===== src/mdsl_consts.svh =====
// Purpose: constants of the management-frame slave
// Assumes: included by its bare name
// Notes:   timing figures are for reference and derived counts
`ifndef MDSL_CONSTS_SVH
`define MDSL_CONSTS_SVH

`define MDSL_PRE_ONES      6'd32
`define MDSL_OP_RD         2'b10
`define MDSL_OP_WR         2'b01
`define MDSL_EXT_SEL       2'b11
`define MDSL_HDR_LAST      4'd11
`define MDSL_TA_LAST       4'd1
`define MDSL_DATA_LAST     4'd15
`define MDSL_PORT_FIRST    5'd1
`define MDSL_PORT_LAST     5'd5
`define MDSL_STD_LAST      5'h05
`define MDSL_REG_1D        5'h1d
`define MDSL_REG_1F        5'h1f
`define MDSL_IDX_1D        3'd6
`define MDSL_IDX_1F        3'd7
`define MDSL_FAMILY_ADDR   8'h00
`define MDSL_FAMILY_VAL    8'h5a
`define MDSL_REF_HZ        50000000
`define MDSL_MDC_MAX_HZ    10000000
`define MDSL_MDC_MIN_CYC   (`MDSL_REF_HZ / `MDSL_MDC_MAX_HZ)

`endif


===== src/mdsl_pkg.sv =====
// Purpose: types of the management-frame slave
// Assumes: nothing
// Notes:   state codes written out
package mdsl_pkg;

  typedef enum logic [2:0] {
    MDSL_PRE  = 3'b000,
    MDSL_SOF  = 3'b001,
    MDSL_HDR  = 3'b010,
    MDSL_TA   = 3'b011,
    MDSL_DATA = 3'b100
  } mdsl_state_e;

  typedef logic [7:0]  mdsl_byte_t;
  typedef logic [15:0] mdsl_word_t;

endpackage


===== src/mdsl_slave.sv =====
// Purpose: management-data slave, standard and extended register access
// Assumes: REF_CLK 50 MHz, management clock from the far controller
// Notes:   management clock is oversampled, not used as a clock
`timescale 1ns/1ps
`include "mdsl_consts.svh"

// Function
// - A frame is 32 ones, start 01, two-bit opcode, five-bit phy and reg fields, turnaround, 16 data bits.
// - Opcode 10 with phy field bits 2 and 1 both set is an extended register read.
// - Opcode 01 with phy field bits 2 and 1 both set is an extended register write.
// - The extended address is phy bits 4, 3, 0 followed by the five reg field bits.
// - On a read the controller releases in the first turnaround bit and the device drives zero in the second.
// - An extended read returns the byte in the low data bits with the upper byte zero.
// - An extended write stores only the low data byte and ignores the upper byte.
// - Standard frames expose phy registers 0 to 5, 1d and 1f, sixteen bits each, per port.
// - Standard frames never reach the switch configuration registers.
// - Extended access reaches every switch register from 0 to 255.
// - Extended frames use the same timing and handshake as standard frames.
module mdsl_slave
  import mdsl_pkg::*;
(
  input  wire logic REF_CLK,
  input  wire logic RST,
  input  wire logic MDC,
  input  wire logic MDIO_I,
  output logic      MDIO_O,
  output logic      MDIO_OE,
  output logic      SW_WR_STB,
  output logic [7:0] SW_WR_ADDR,
  output mdsl_byte_t SW_WR_DATA
);

  mdsl_state_e state_r;
  logic [2:0]  mdc_s_r;
  logic [2:0]  dio_s_r;
  logic        mdc_lvl_r;
  logic        mdc_prev_r;
  logic        dio_lvl_r;
  logic        rise;
  logic        bit_in;
  logic [5:0]  ones_r;
  logic [3:0]  cnt_r;
  logic [10:0] hdr_r;
  logic [11:0] hdr_nxt;
  logic        rd_r;
  logic        ext_r;
  logic        hit_r;
  logic [7:0]  sw_addr_r;
  logic [5:0]  phy_idx_r;
  mdsl_word_t  sh_r;
  mdsl_word_t  wr_nxt;
  mdsl_byte_t  sw_rdata;
  mdsl_word_t  phy_rdata;
  logic        phy_we_r;
  mdsl_word_t  phy_wdata_r;
  logic [3:0]  slot_w;
  logic [4:0]  port_w;

  // maps a reg field onto one of eight slots per port
  function automatic logic [3:0] std_slot(input logic [4:0] ra);
    if (ra <= `MDSL_STD_LAST) begin
      std_slot = {1'b1, ra[2:0]};
    end else if (ra == `MDSL_REG_1D) begin
      std_slot = {1'b1, `MDSL_IDX_1D};
    end else if (ra == `MDSL_REG_1F) begin
      std_slot = {1'b1, `MDSL_IDX_1F};
    end else begin
      std_slot = 4'h0;
    end
  endfunction

  function automatic logic is_ext(input logic [1:0] op, input logic [4:0] pa);
    is_ext = (pa[2:1] == `MDSL_EXT_SEL) && (op == `MDSL_OP_RD || op == `MDSL_OP_WR);
  endfunction

  // three-stage sync, level accepted only when stages two and three agree
  always_ff @(posedge REF_CLK or posedge RST) begin
    if (RST) begin
      mdc_s_r    <= 3'h0;
      dio_s_r    <= 3'h7;
      mdc_lvl_r  <= 1'b0;
      mdc_prev_r <= 1'b0;
      dio_lvl_r  <= 1'b1;
    end else begin
      mdc_s_r    <= {mdc_s_r[1:0], MDC};
      dio_s_r    <= {dio_s_r[1:0], MDIO_I};
      mdc_prev_r <= mdc_lvl_r;
      if (mdc_s_r[1] == mdc_s_r[2]) begin
        mdc_lvl_r <= mdc_s_r[2];
      end
      if (dio_s_r[1] == dio_s_r[2]) begin
        dio_lvl_r <= dio_s_r[2];
      end
    end
  end

  assign rise    = mdc_lvl_r & ~mdc_prev_r;
  assign bit_in  = dio_lvl_r;
  assign hdr_nxt = {hdr_r, bit_in};
  assign wr_nxt  = {sh_r[14:0], bit_in};
  assign slot_w  = std_slot(hdr_nxt[4:0]);
  // only ports 1..5 are meaningful; others never hit, though some wrap into storage through the 3-bit index
  assign port_w  = hdr_nxt[9:5] - `MDSL_PORT_FIRST;

  // frame sequencing; ext and standard share every step
  always_ff @(posedge REF_CLK or posedge RST) begin
    if (RST) begin
      state_r <= MDSL_PRE;
      ones_r  <= 6'd0;
      cnt_r   <= 4'd0;
      hdr_r   <= 11'h0;
    end else if (rise) begin
      unique case (state_r)
        MDSL_PRE: begin
          if (bit_in) begin
            if (ones_r != `MDSL_PRE_ONES) begin
              ones_r <= ones_r + 6'd1;
            end
          end else begin
            ones_r <= 6'd0;
            if (ones_r == `MDSL_PRE_ONES) begin
              state_r <= MDSL_SOF;
            end
          end
        end
        MDSL_SOF: begin
          cnt_r   <= 4'd0;
          state_r <= bit_in ? MDSL_HDR : MDSL_PRE;
        end
        MDSL_HDR: begin
          hdr_r <= hdr_nxt[10:0];
          cnt_r <= cnt_r + 4'd1;
          if (cnt_r == `MDSL_HDR_LAST) begin
            cnt_r   <= 4'd0;
            state_r <= MDSL_TA;
          end
        end
        MDSL_TA: begin
          cnt_r <= cnt_r + 4'd1;
          if (cnt_r == `MDSL_TA_LAST) begin
            cnt_r   <= 4'd0;
            state_r <= MDSL_DATA;
          end
        end
        MDSL_DATA: begin
          cnt_r <= cnt_r + 4'd1;
          if (cnt_r == `MDSL_DATA_LAST) begin
            cnt_r   <= 4'd0;
            state_r <= MDSL_PRE;
          end
        end
        default: begin
          state_r <= MDSL_PRE;
        end
      endcase
    end
  end

  // header decode at the last reg field bit
  always_ff @(posedge REF_CLK or posedge RST) begin
    if (RST) begin
      rd_r      <= 1'b0;
      ext_r     <= 1'b0;
      hit_r     <= 1'b0;
      sw_addr_r <= 8'h00;
      phy_idx_r <= 6'h00;
    end else if (rise && state_r == MDSL_HDR && cnt_r == `MDSL_HDR_LAST) begin
      rd_r  <= (hdr_nxt[11:10] == `MDSL_OP_RD);
      ext_r <= is_ext(hdr_nxt[11:10], hdr_nxt[9:5]);
      sw_addr_r <= {hdr_nxt[9], hdr_nxt[8], hdr_nxt[5], hdr_nxt[4:0]};
      phy_idx_r <= {port_w[2:0], slot_w[2:0]};
      if (is_ext(hdr_nxt[11:10], hdr_nxt[9:5])) begin
        hit_r <= 1'b1;
      end else begin
        // unknown phy addresses stay silent so other phys may answer
        hit_r <= (hdr_nxt[11:10] == `MDSL_OP_RD || hdr_nxt[11:10] == `MDSL_OP_WR)
               && hdr_nxt[9:5] >= `MDSL_PORT_FIRST && hdr_nxt[9:5] <= `MDSL_PORT_LAST
               && slot_w[3];
      end
    end
  end

  // data line: read drive changes right after a rising edge
  always_ff @(posedge REF_CLK or posedge RST) begin
    if (RST) begin
      MDIO_O  <= 1'b1;
      MDIO_OE <= 1'b0;
      sh_r    <= 16'h0000;
    end else if (rise) begin
      if (state_r == MDSL_TA && cnt_r == 4'd0 && rd_r && hit_r) begin
        MDIO_OE <= 1'b1;
        MDIO_O  <= 1'b0;
        sh_r    <= ext_r ? {8'h00, sw_rdata} : phy_rdata;
      end else if (state_r == MDSL_TA && cnt_r == `MDSL_TA_LAST && MDIO_OE) begin
        MDIO_O <= sh_r[15];
        sh_r   <= {sh_r[14:0], 1'b0};
      end else if (state_r == MDSL_DATA && MDIO_OE) begin
        if (cnt_r == `MDSL_DATA_LAST) begin
          MDIO_OE <= 1'b0;
          MDIO_O  <= 1'b1;
        end else begin
          MDIO_O <= sh_r[15];
          sh_r   <= {sh_r[14:0], 1'b0};
        end
      end else if (state_r == MDSL_DATA) begin
        sh_r <= wr_nxt;
      end
    end
  end

  // write strobes on the last data bit
  always_ff @(posedge REF_CLK or posedge RST) begin
    if (RST) begin
      SW_WR_STB   <= 1'b0;
      SW_WR_ADDR  <= 8'h00;
      SW_WR_DATA  <= 8'h00;
      phy_we_r    <= 1'b0;
      phy_wdata_r <= 16'h0000;
    end else begin
      SW_WR_STB <= 1'b0;
      phy_we_r  <= 1'b0;
      if (rise && state_r == MDSL_DATA && cnt_r == `MDSL_DATA_LAST && hit_r && !rd_r) begin
        if (ext_r) begin
          SW_WR_STB  <= 1'b1;
          SW_WR_ADDR <= sw_addr_r;
          SW_WR_DATA <= wr_nxt[7:0];
        end else begin
          phy_we_r    <= 1'b1;
          phy_wdata_r <= wr_nxt;
        end
      end
    end
  end

  // storage read address follows decode; switch write address follows the strobe
  mdsl_regfile u_regs (
    .clk       (REF_CLK),
    .sw_we     (SW_WR_STB),
    .sw_addr   (SW_WR_STB ? SW_WR_ADDR : sw_addr_r),
    .sw_wdata  (SW_WR_DATA),
    .sw_rdata  (sw_rdata),
    .phy_we    (phy_we_r),
    .phy_idx   (phy_idx_r),
    .phy_wdata (phy_wdata_r),
    .phy_rdata (phy_rdata)
  );

endmodule


===== src/mdsl_regfile.sv =====
// Purpose: switch register space and per-port phy register storage
// Assumes: writes arrive as single-cycle strobes
// Notes:   arrays carry no reset; contents belong to the switch datapath
`timescale 1ns/1ps
`include "mdsl_consts.svh"

module mdsl_regfile
  import mdsl_pkg::*;
#(
  parameter mdsl_byte_t FAMILY_ID = `MDSL_FAMILY_VAL  // arbitrary value
) (
  input  wire logic       clk,
  input  wire logic       sw_we,
  input  wire logic [7:0] sw_addr,
  input  wire mdsl_byte_t sw_wdata,
  output mdsl_byte_t      sw_rdata,
  input  wire logic       phy_we,
  input  wire logic [5:0] phy_idx,
  input  wire mdsl_word_t phy_wdata,
  output mdsl_word_t      phy_rdata
);

  mdsl_byte_t sw_mem [0:255];
  mdsl_word_t phy_mem [0:39];

  always_ff @(posedge clk) begin
    if (sw_we) begin
      sw_mem[sw_addr] <= sw_wdata;
    end
  end

  always_ff @(posedge clk) begin
    if (phy_we) begin
      phy_mem[phy_idx] <= phy_wdata;
    end
  end

  // family id is read-only; the slot is still writable but never shown
  assign sw_rdata  = (sw_addr == `MDSL_FAMILY_ADDR) ? FAMILY_ID : sw_mem[sw_addr];
  assign phy_rdata = phy_mem[phy_idx];

endmodule


===== config.mk =====
export PLATFORM = sky130hd
export DESIGN_NAME = mdsl_slave
export DESIGN_NICKNAME = d
export VERILOG_FILES = /design/src/mdsl_pkg.sv /design/src/mdsl_slave.sv /design/src/mdsl_regfile.sv
export VERILOG_INCLUDE_DIRS = /design/src
export SDC_FILE = /design/constraint.sdc
export NUM_CORES = 2
export LEC_CHECK = 0
export BUFFER_PORTS_ARGS = -buffer_cell sky130_fd_sc_hd__buf_2
export CAP_MARGIN = 5
export CORE_UTILIZATION = 40
export CTS_CLUSTER_DIAMETER = 40
export DETAILED_ROUTE_END_ITERATION = 12
export PLACE_DENSITY = 0.58
export SYNTH_ARGS = -nofsm -noshare
export SYNTH_HDL_FRONTEND = slang
export SYNTH_SLANG_ARGS = --single-unit
export TNS_END_PERCENT = 5

===== constraint.sdc =====
create_clock -name REF_CLK -period 12.4 [get_ports REF_CLK]
set_input_delay 1.86 -clock REF_CLK [delete_from_list [all_inputs] [get_ports REF_CLK]]
set_output_delay 1.86 -clock REF_CLK [all_outputs]
set_load 0.01 [all_outputs]

# After elaboration in Yosys (flattened, before gate mapping)
# Memories as Yosys holds them, arrays and structs flattened.
# Cells that the tools add are included.
[totals]
regBits = 102
ramBits = 2688
input_bits = 4
out_inout_bits = 19
wordCells = 133
mem_count = 2
[mem_list]
columns = ["name", "words", "word_bits", "read_ports", "rd_ports_with_merged_regs", "write_ports", "line_no", "source"]
rows = [
  ["u_regs.sw_mem", 256, 8, 1, 0, 1, "mdsl_regfile.sv:23", "mdsl_byte_t sw_mem [0:255];"],
  ["u_regs.phy_mem", 40, 16, 1, 0, 1, "mdsl_regfile.sv:24", "mdsl_word_t phy_mem [0:39];"],
]
[op_classes]
n_addsub = 3
order_cmp = 3
n_eq_ne = 24
n_mux = 41
bitwise = 3
n_reduce_logical = 35
[ops]
columns = ["cell", "n"]
rows = [
  ["$mux W16", 6],
  ["$mux W4", 6],
  ["$mux W1", 17],
  ["$logic_and A1 B1 Y1", 16],
  ["$mux W8", 2],
  ["$pmux W4 S4", 1],
  ["$mux W3", 5],
  ["$pmux W3 S5", 1],
  ["$mux W6", 2],
  ["$eq A5 B5 Y1 const B", 2],
  ["$le A5 B3 Y1 const B", 2],
  ["$ne A2 B2 Y1 const B", 5],
  ["$reduce_and A2 Y1", 5],
  ["$eq A4 B4 Y1 const B", 2],
  ["$logic_not A8 Y1", 1],
  ["$reduce_bool A4 Y1", 2],
  ["$add A6 B1 Y6 const B", 1],
  ["$eq A3 B2 Y1 const B", 2],
  ["$eq A6 B6 Y1 const B", 1],
  ["$ne A6 B6 Y1 const B", 1],
  ["$reduce_and A3 Y1", 2],
  ["$reduce_and A6 Y1", 1],
  ["$ge A5 B1 Y1 const B", 1],
  ["$add A4 B1 Y4 const B", 1],
  ["19 further kinds", 24],
]

# Longest topological paths before layout
[depth]
depth_word = 7
ltp_mapped = 15
depth_no_buf = 11

# Cells and area by module
# A second synthesis with hierarchy kept.
[unflattened]
hier_cells = 5427
area_unflattened_um2 = 107617.0
[by_module_without_submodules]
columns = ["module", "n_inst", "cells_each", "area_each_um2", "seq_area_each_um2"]
rows = [
  ["mdsl_regfile", 1, 5002, 102839.9, 80717.4],
  ["mdsl_slave", 1, 425, 4777.1, 2558.7],
]

# Worst setup path after synthesis
# Ideal clock, no wire load.
[synth_path]
path_kind = "register -> output"
startpoint = "register SW_WR_DATA[0]"
endpoint = "output port SW_WR_DATA[0]"
arrival_ns = 3.243
slack_ns = 7.297
stages_incl_launch_ff = 1
path_buffers = 0
cell_sequence = "dfrtp_1"
[synth_lines]
columns = ["element", "line_no", "source"]
rows = [
  ["start: declaration", "mdsl_slave.sv:30", "output mdsl_byte_t SW_WR_DATA"],
  ["start signal: assignment", "mdsl_slave.sv:226", "SW_WR_DATA <= wr_nxt[7:0];"],
]
# No word-level cell between the ends.

# Worst setup path after layout
[layout_path]
startpoint = "register SW_WR_STB"
endpoint = "register sh_r[6]"
[layout_via]
elab_chain_len = 5
word_cells_on_any_way = 6
cone_classes = "mux: 4; reduce/logical: 1; memory: 1"
[layout_lines]
columns = ["element", "line_no", "source"]
rows = [
  ["start: declaration", "mdsl_slave.sv:28", "output logic SW_WR_STB,"],
  ["start signal: assignment", "mdsl_slave.sv:214", "SW_WR_STB <= 1'b0;"],
  ["start signal: assignment", "mdsl_slave.sv:220", "SW_WR_STB <= 1'b0;"],
  ["start signal: assignment", "mdsl_slave.sv:224", "SW_WR_STB <= 1'b1;"],
  ["$mux W8 *", "mdsl_slave.sv:239", ".sw_addr (SW_WR_STB ? SW_WR_ADDR : sw_addr_r),"],
  ["$mem_v2 Z256 W8 or $logic_not A8 Y1 (tied branches)", "-", ""],
  ["$mux W8 *", "mdsl_regfile.sv:39", "assign sw_rdata = (sw_addr == `MDSL_FAMILY_ADDR) ? FAMILY_ID : sw_mem[sw_addr];"],
  ["$mux W16 *", "mdsl_slave.sv:193", "sh_r <= ext_r ? {8'h00, sw_rdata} : phy_rdata;"],
  ["$mux W16 *", "mdsl_slave.sv:190", "if (state_r == MDSL_TA && cnt_r == 4'd0 && rd_r && hit_r) begin"],
  ["end signal: assignment", "mdsl_slave.sv:193", ""],
  ["end signal: assignment", "mdsl_slave.sv:196", "sh_r <= {sh_r[14:0], 1'b0};"],
  ["end signal: assignment", "mdsl_slave.sv:203", "sh_r <= {sh_r[14:0], 1'b0};"],
  ["end: declaration", "mdsl_slave.sv:50", "mdsl_word_t sh_r;"],
]
# Mark *: on every way between the ends. The rest lies on a longest branch, timed or not.
# A chain may end at the register's enable or synchronous reset.

==> impl_metrics.yaml <==
clock_network:
  post_cts_buffers: 0
  ctsLongestPathBuffers: 4
  clk_pin_slew_ns: 0.06
  cts_made_buffers: 381
  cts_tree: "done"
  ctsResizeCount: 0
  ctsHoldBuffers: 0
  cts_root_buffer: "clkbuf_16"
  clock-sinks: 2790
  cts.htree.levels: 5
  worstSkewPairLatency_ns: 0.94
detailed_routing:
  routed_wl_mm: 329.6
  wl_per_cell_um: 29.73
  antenna_left: 0
  drt-vias-per-instance: 5.964
  first_iter_violations: 9633
  drt_pass1_iterations: 6
  route.detailed.drc: 0
  num_vias: 66110
worst_setup_path:
  cp_slowest_cell: "a2111oi_0"
  reg2reg_from: "SW_WR_STB"
  critical_path.cell_chain: "mux2_8 -> buf_4 -> buf_12 -> mux4_2 -> a22oi_1 -> o211ai_1 -> o21a_1 -> a2111oi_0 -> a21boi_1"
  crit_arrival_ns: 6.78
  r2r_end: "sh_r[6]"
  cp-start-kind: "flip-flop"
  cp.required_ns: 13.14
  cp-end-kind: "flip-flop"
  r2r_cells: 9
  regToRegSetupSlack_ns: 6.36
  path_max_fanout: 99
  critPathMaxStageDelay_ns: 1.01
  critical_path_class: "flip-flop to flip-flop"
synthesis:
  synth_ff_type: "edfxtp_1"
  yosysWarnings: 0
  syn_area_per_cell_um2: 15.35
  synth_edf_count: 2688
  netlist_area_mm2: 0.1085
  synth_most_common_cell: "edfxtp_1"
  synth_nets: 7079
  synth_top_area_share: 0.7439
  ys_ff_latch: 2790
  ys_types: 72
  synthTopCellsByCount: "edfxtp_1, nand2_1, nand3_1"
  ys_seq_area_frac: 0.7675
  synth_area_leaders: "edfxtp_1, nand2_1, mux4_2"
  async_flop_share: 0.03656
  synth_top_area_cell: "edfxtp_1"
  syn_inst: 7067
cells_and_area:
  final_cells: 11090
  drive_gt1_frac: 0.1456
  fin_nets: 7227
  syn2layout_area_growth_pct: 15.97
  design_area_mm2: 0.1258
floorplanning:
  chipWidth_um: 522.8
  start_util: 0.4035
  rows: 190
  io_pins: 23
  coreArea_mm2: 0.2689
  die_area_mm2: 0.2733
  chipHeight_um: 522.8
timing:
  finalSetupViolCount: 0
  fmax_ghz: 0.1656
  slew_viol_final: 0
  finalSetupTns_ns: 0
  max-slew-margin-rel: 0.09993
  fin_skew_ns: 0.09177
  fin_crit_sh: 0.4870
  setup_ws_ns: 6.361
  period_needed_ns: 6.039
  worst_slew_pin_slew_ns: 1.350
  hold_viol: 0
  rsz0062_at_grt: "no"
grt:
  grt-ovfl-total: 0
  antenna_found_initial: 9
  grt_usage: 0.2369
  grt_pass1_wl_mm: 467.9
  grt_pass1_vias: 62750
  grt_max_degree: 177
place:
  place_hpwl_mm: 191.5
  placed_cells: 10380
  dpl-instance-area_mm2: 0.1128
  portBuffers: 22
  dp_slack_ns: 6.570
  gp_congestion: 0.9034
hold_path:
  hp-start: "dio_s_r[0]"
  hold_end: "dio_s_r[1]"
  min-delay-path-class: "flip-flop to flip-flop"
  whs_path_depth: 0
power:
  leakagePower_nw: 37.25
  p_total_mw: 21.33
  powerDensity_mw_per_mm2: 169.5
  ir_worst_vdd_v: 0.0001241
job:
  max_cap_violations: 0
status:
  status: "finished clean"
==> per-stage QoR <==
stage               hold WS (ns)    util
floorplan                 0.3312       -
global placement          0.3486  0.4194
detailed placement        0.3504  0.4195
CTS                       0.3566  0.4679
global route              0.3602  0.4679
finish                    0.3551  0.4680
==> area by class of cell <==
cell class	count	area, um^2
fill	22750	143000
sequential	2790	83310
multi-input combinational	3803	23170
clock buffer	425	9827
tap	3552	4444
clock inverter	270	3194
timing repair buffer	227	1812
inverter	12	47.55
antenna	7	17.52
==> worst max path at each step <==
stage                     depth (start not counted)     startpoint             to
final                                             9      SW_WR_STB        sh_r[6]
after global routing                              9      SW_WR_STB        sh_r[6]
after CTS                                         9      SW_WR_STB        sh_r[6]
after detailed placement                          9      SW_WR_STB        sh_r[6]
after global placement                            9      SW_WR_STB        sh_r[6]
after floorplan                                   0  SW_WR_DATA[0]  SW_WR_DATA[0]
==> cell usage in the layout, fill, tap and decap left out, types with 24 or more instances in the layout <==
master,n
and3_1,89
a22oi_1,278
clkbuf_16,387
clkbuf_1,38
buf_4,191
clkinv_1,47
a21oi_1,65
a32oi_1,48
a31oi_1,146
edfxtp_1,2688
bufinv_16,50
a311oi_1,84
clkinvlp_4,34
clkinv_4,28
mux4_2,157
nand3_1,480
nor3_1,24
a221oi_1,63
o22ai_1,25
o21ai_0,62
a22o_1,54
mux2i_1,84
mux2_2,33
nor2_1,334
inv_6,34
clkinv_2,55
nand2_1,1429
nand4_1,113
dfrtp_1,87
==> layer usage <==
layer / vias to the layer above / wire, um / GRT usage
met1: 33940 / 135700 / 0.3398
met2: 3794 / 144200 / 0.3445
met5: - / 255 / 0.005544
met3: 641 / 36900 / 0.06448
met4: 10 / 12540 / 0.08605
li1: 27730 / - / -
==> report_power, final <==
group          leakage (nW)  internal [mW]  switching [mW]
Clock                  6.28           6.82            4.30
Combinational          11.1        0.00497          0.0142
Sequential             19.9           10.2         0.00680
Total                  37.2           17.0            4.32
==> kinds of logic (layout without fill, tap and decap cells) <==
family | count (synthesis) | count (layout) | share of synthesized area
other | 0 | 7 | 0
muxes | 281 | 281 | 0.04459
and+or+nand+nor | 2575 | 2575 | 0.1021
xor gates and xnor gates | 5 | 5 | 0.0004036
DFF | 2790 | 2790 | 0.7675
AOI/OAI and AO/OA | 932 | 932 | 0.06338
adders and majority gates | 10 | 10 | 0.001107
buffers and inverters | 474 | 934 | 0.02091
==> sequential cells by signal (all words and copies together) (netlist names), 4 cells and up <==
signal	flops
ones_r	6
cnt_r	4
hdr_r	11
SW_WR_DATA	8
phy_wdata_r	16
sh_r	16
u_regs.phy_mem	640
SW_WR_ADDR	8
sw_addr_r	8
u_regs.sw_mem	2048
phy_idx_r	6
==> critical path, delay by kind of cell, from the launching register on <==
family / cells / cell delay (ns)
flip-flops: 1 / 0.87
AO/OA/AOI/OAI: 5 / 2.21
multiplexers: 2 / 1.36
buffers and inverters: 2 / 1.27
(Power assumes the default switching activity.)
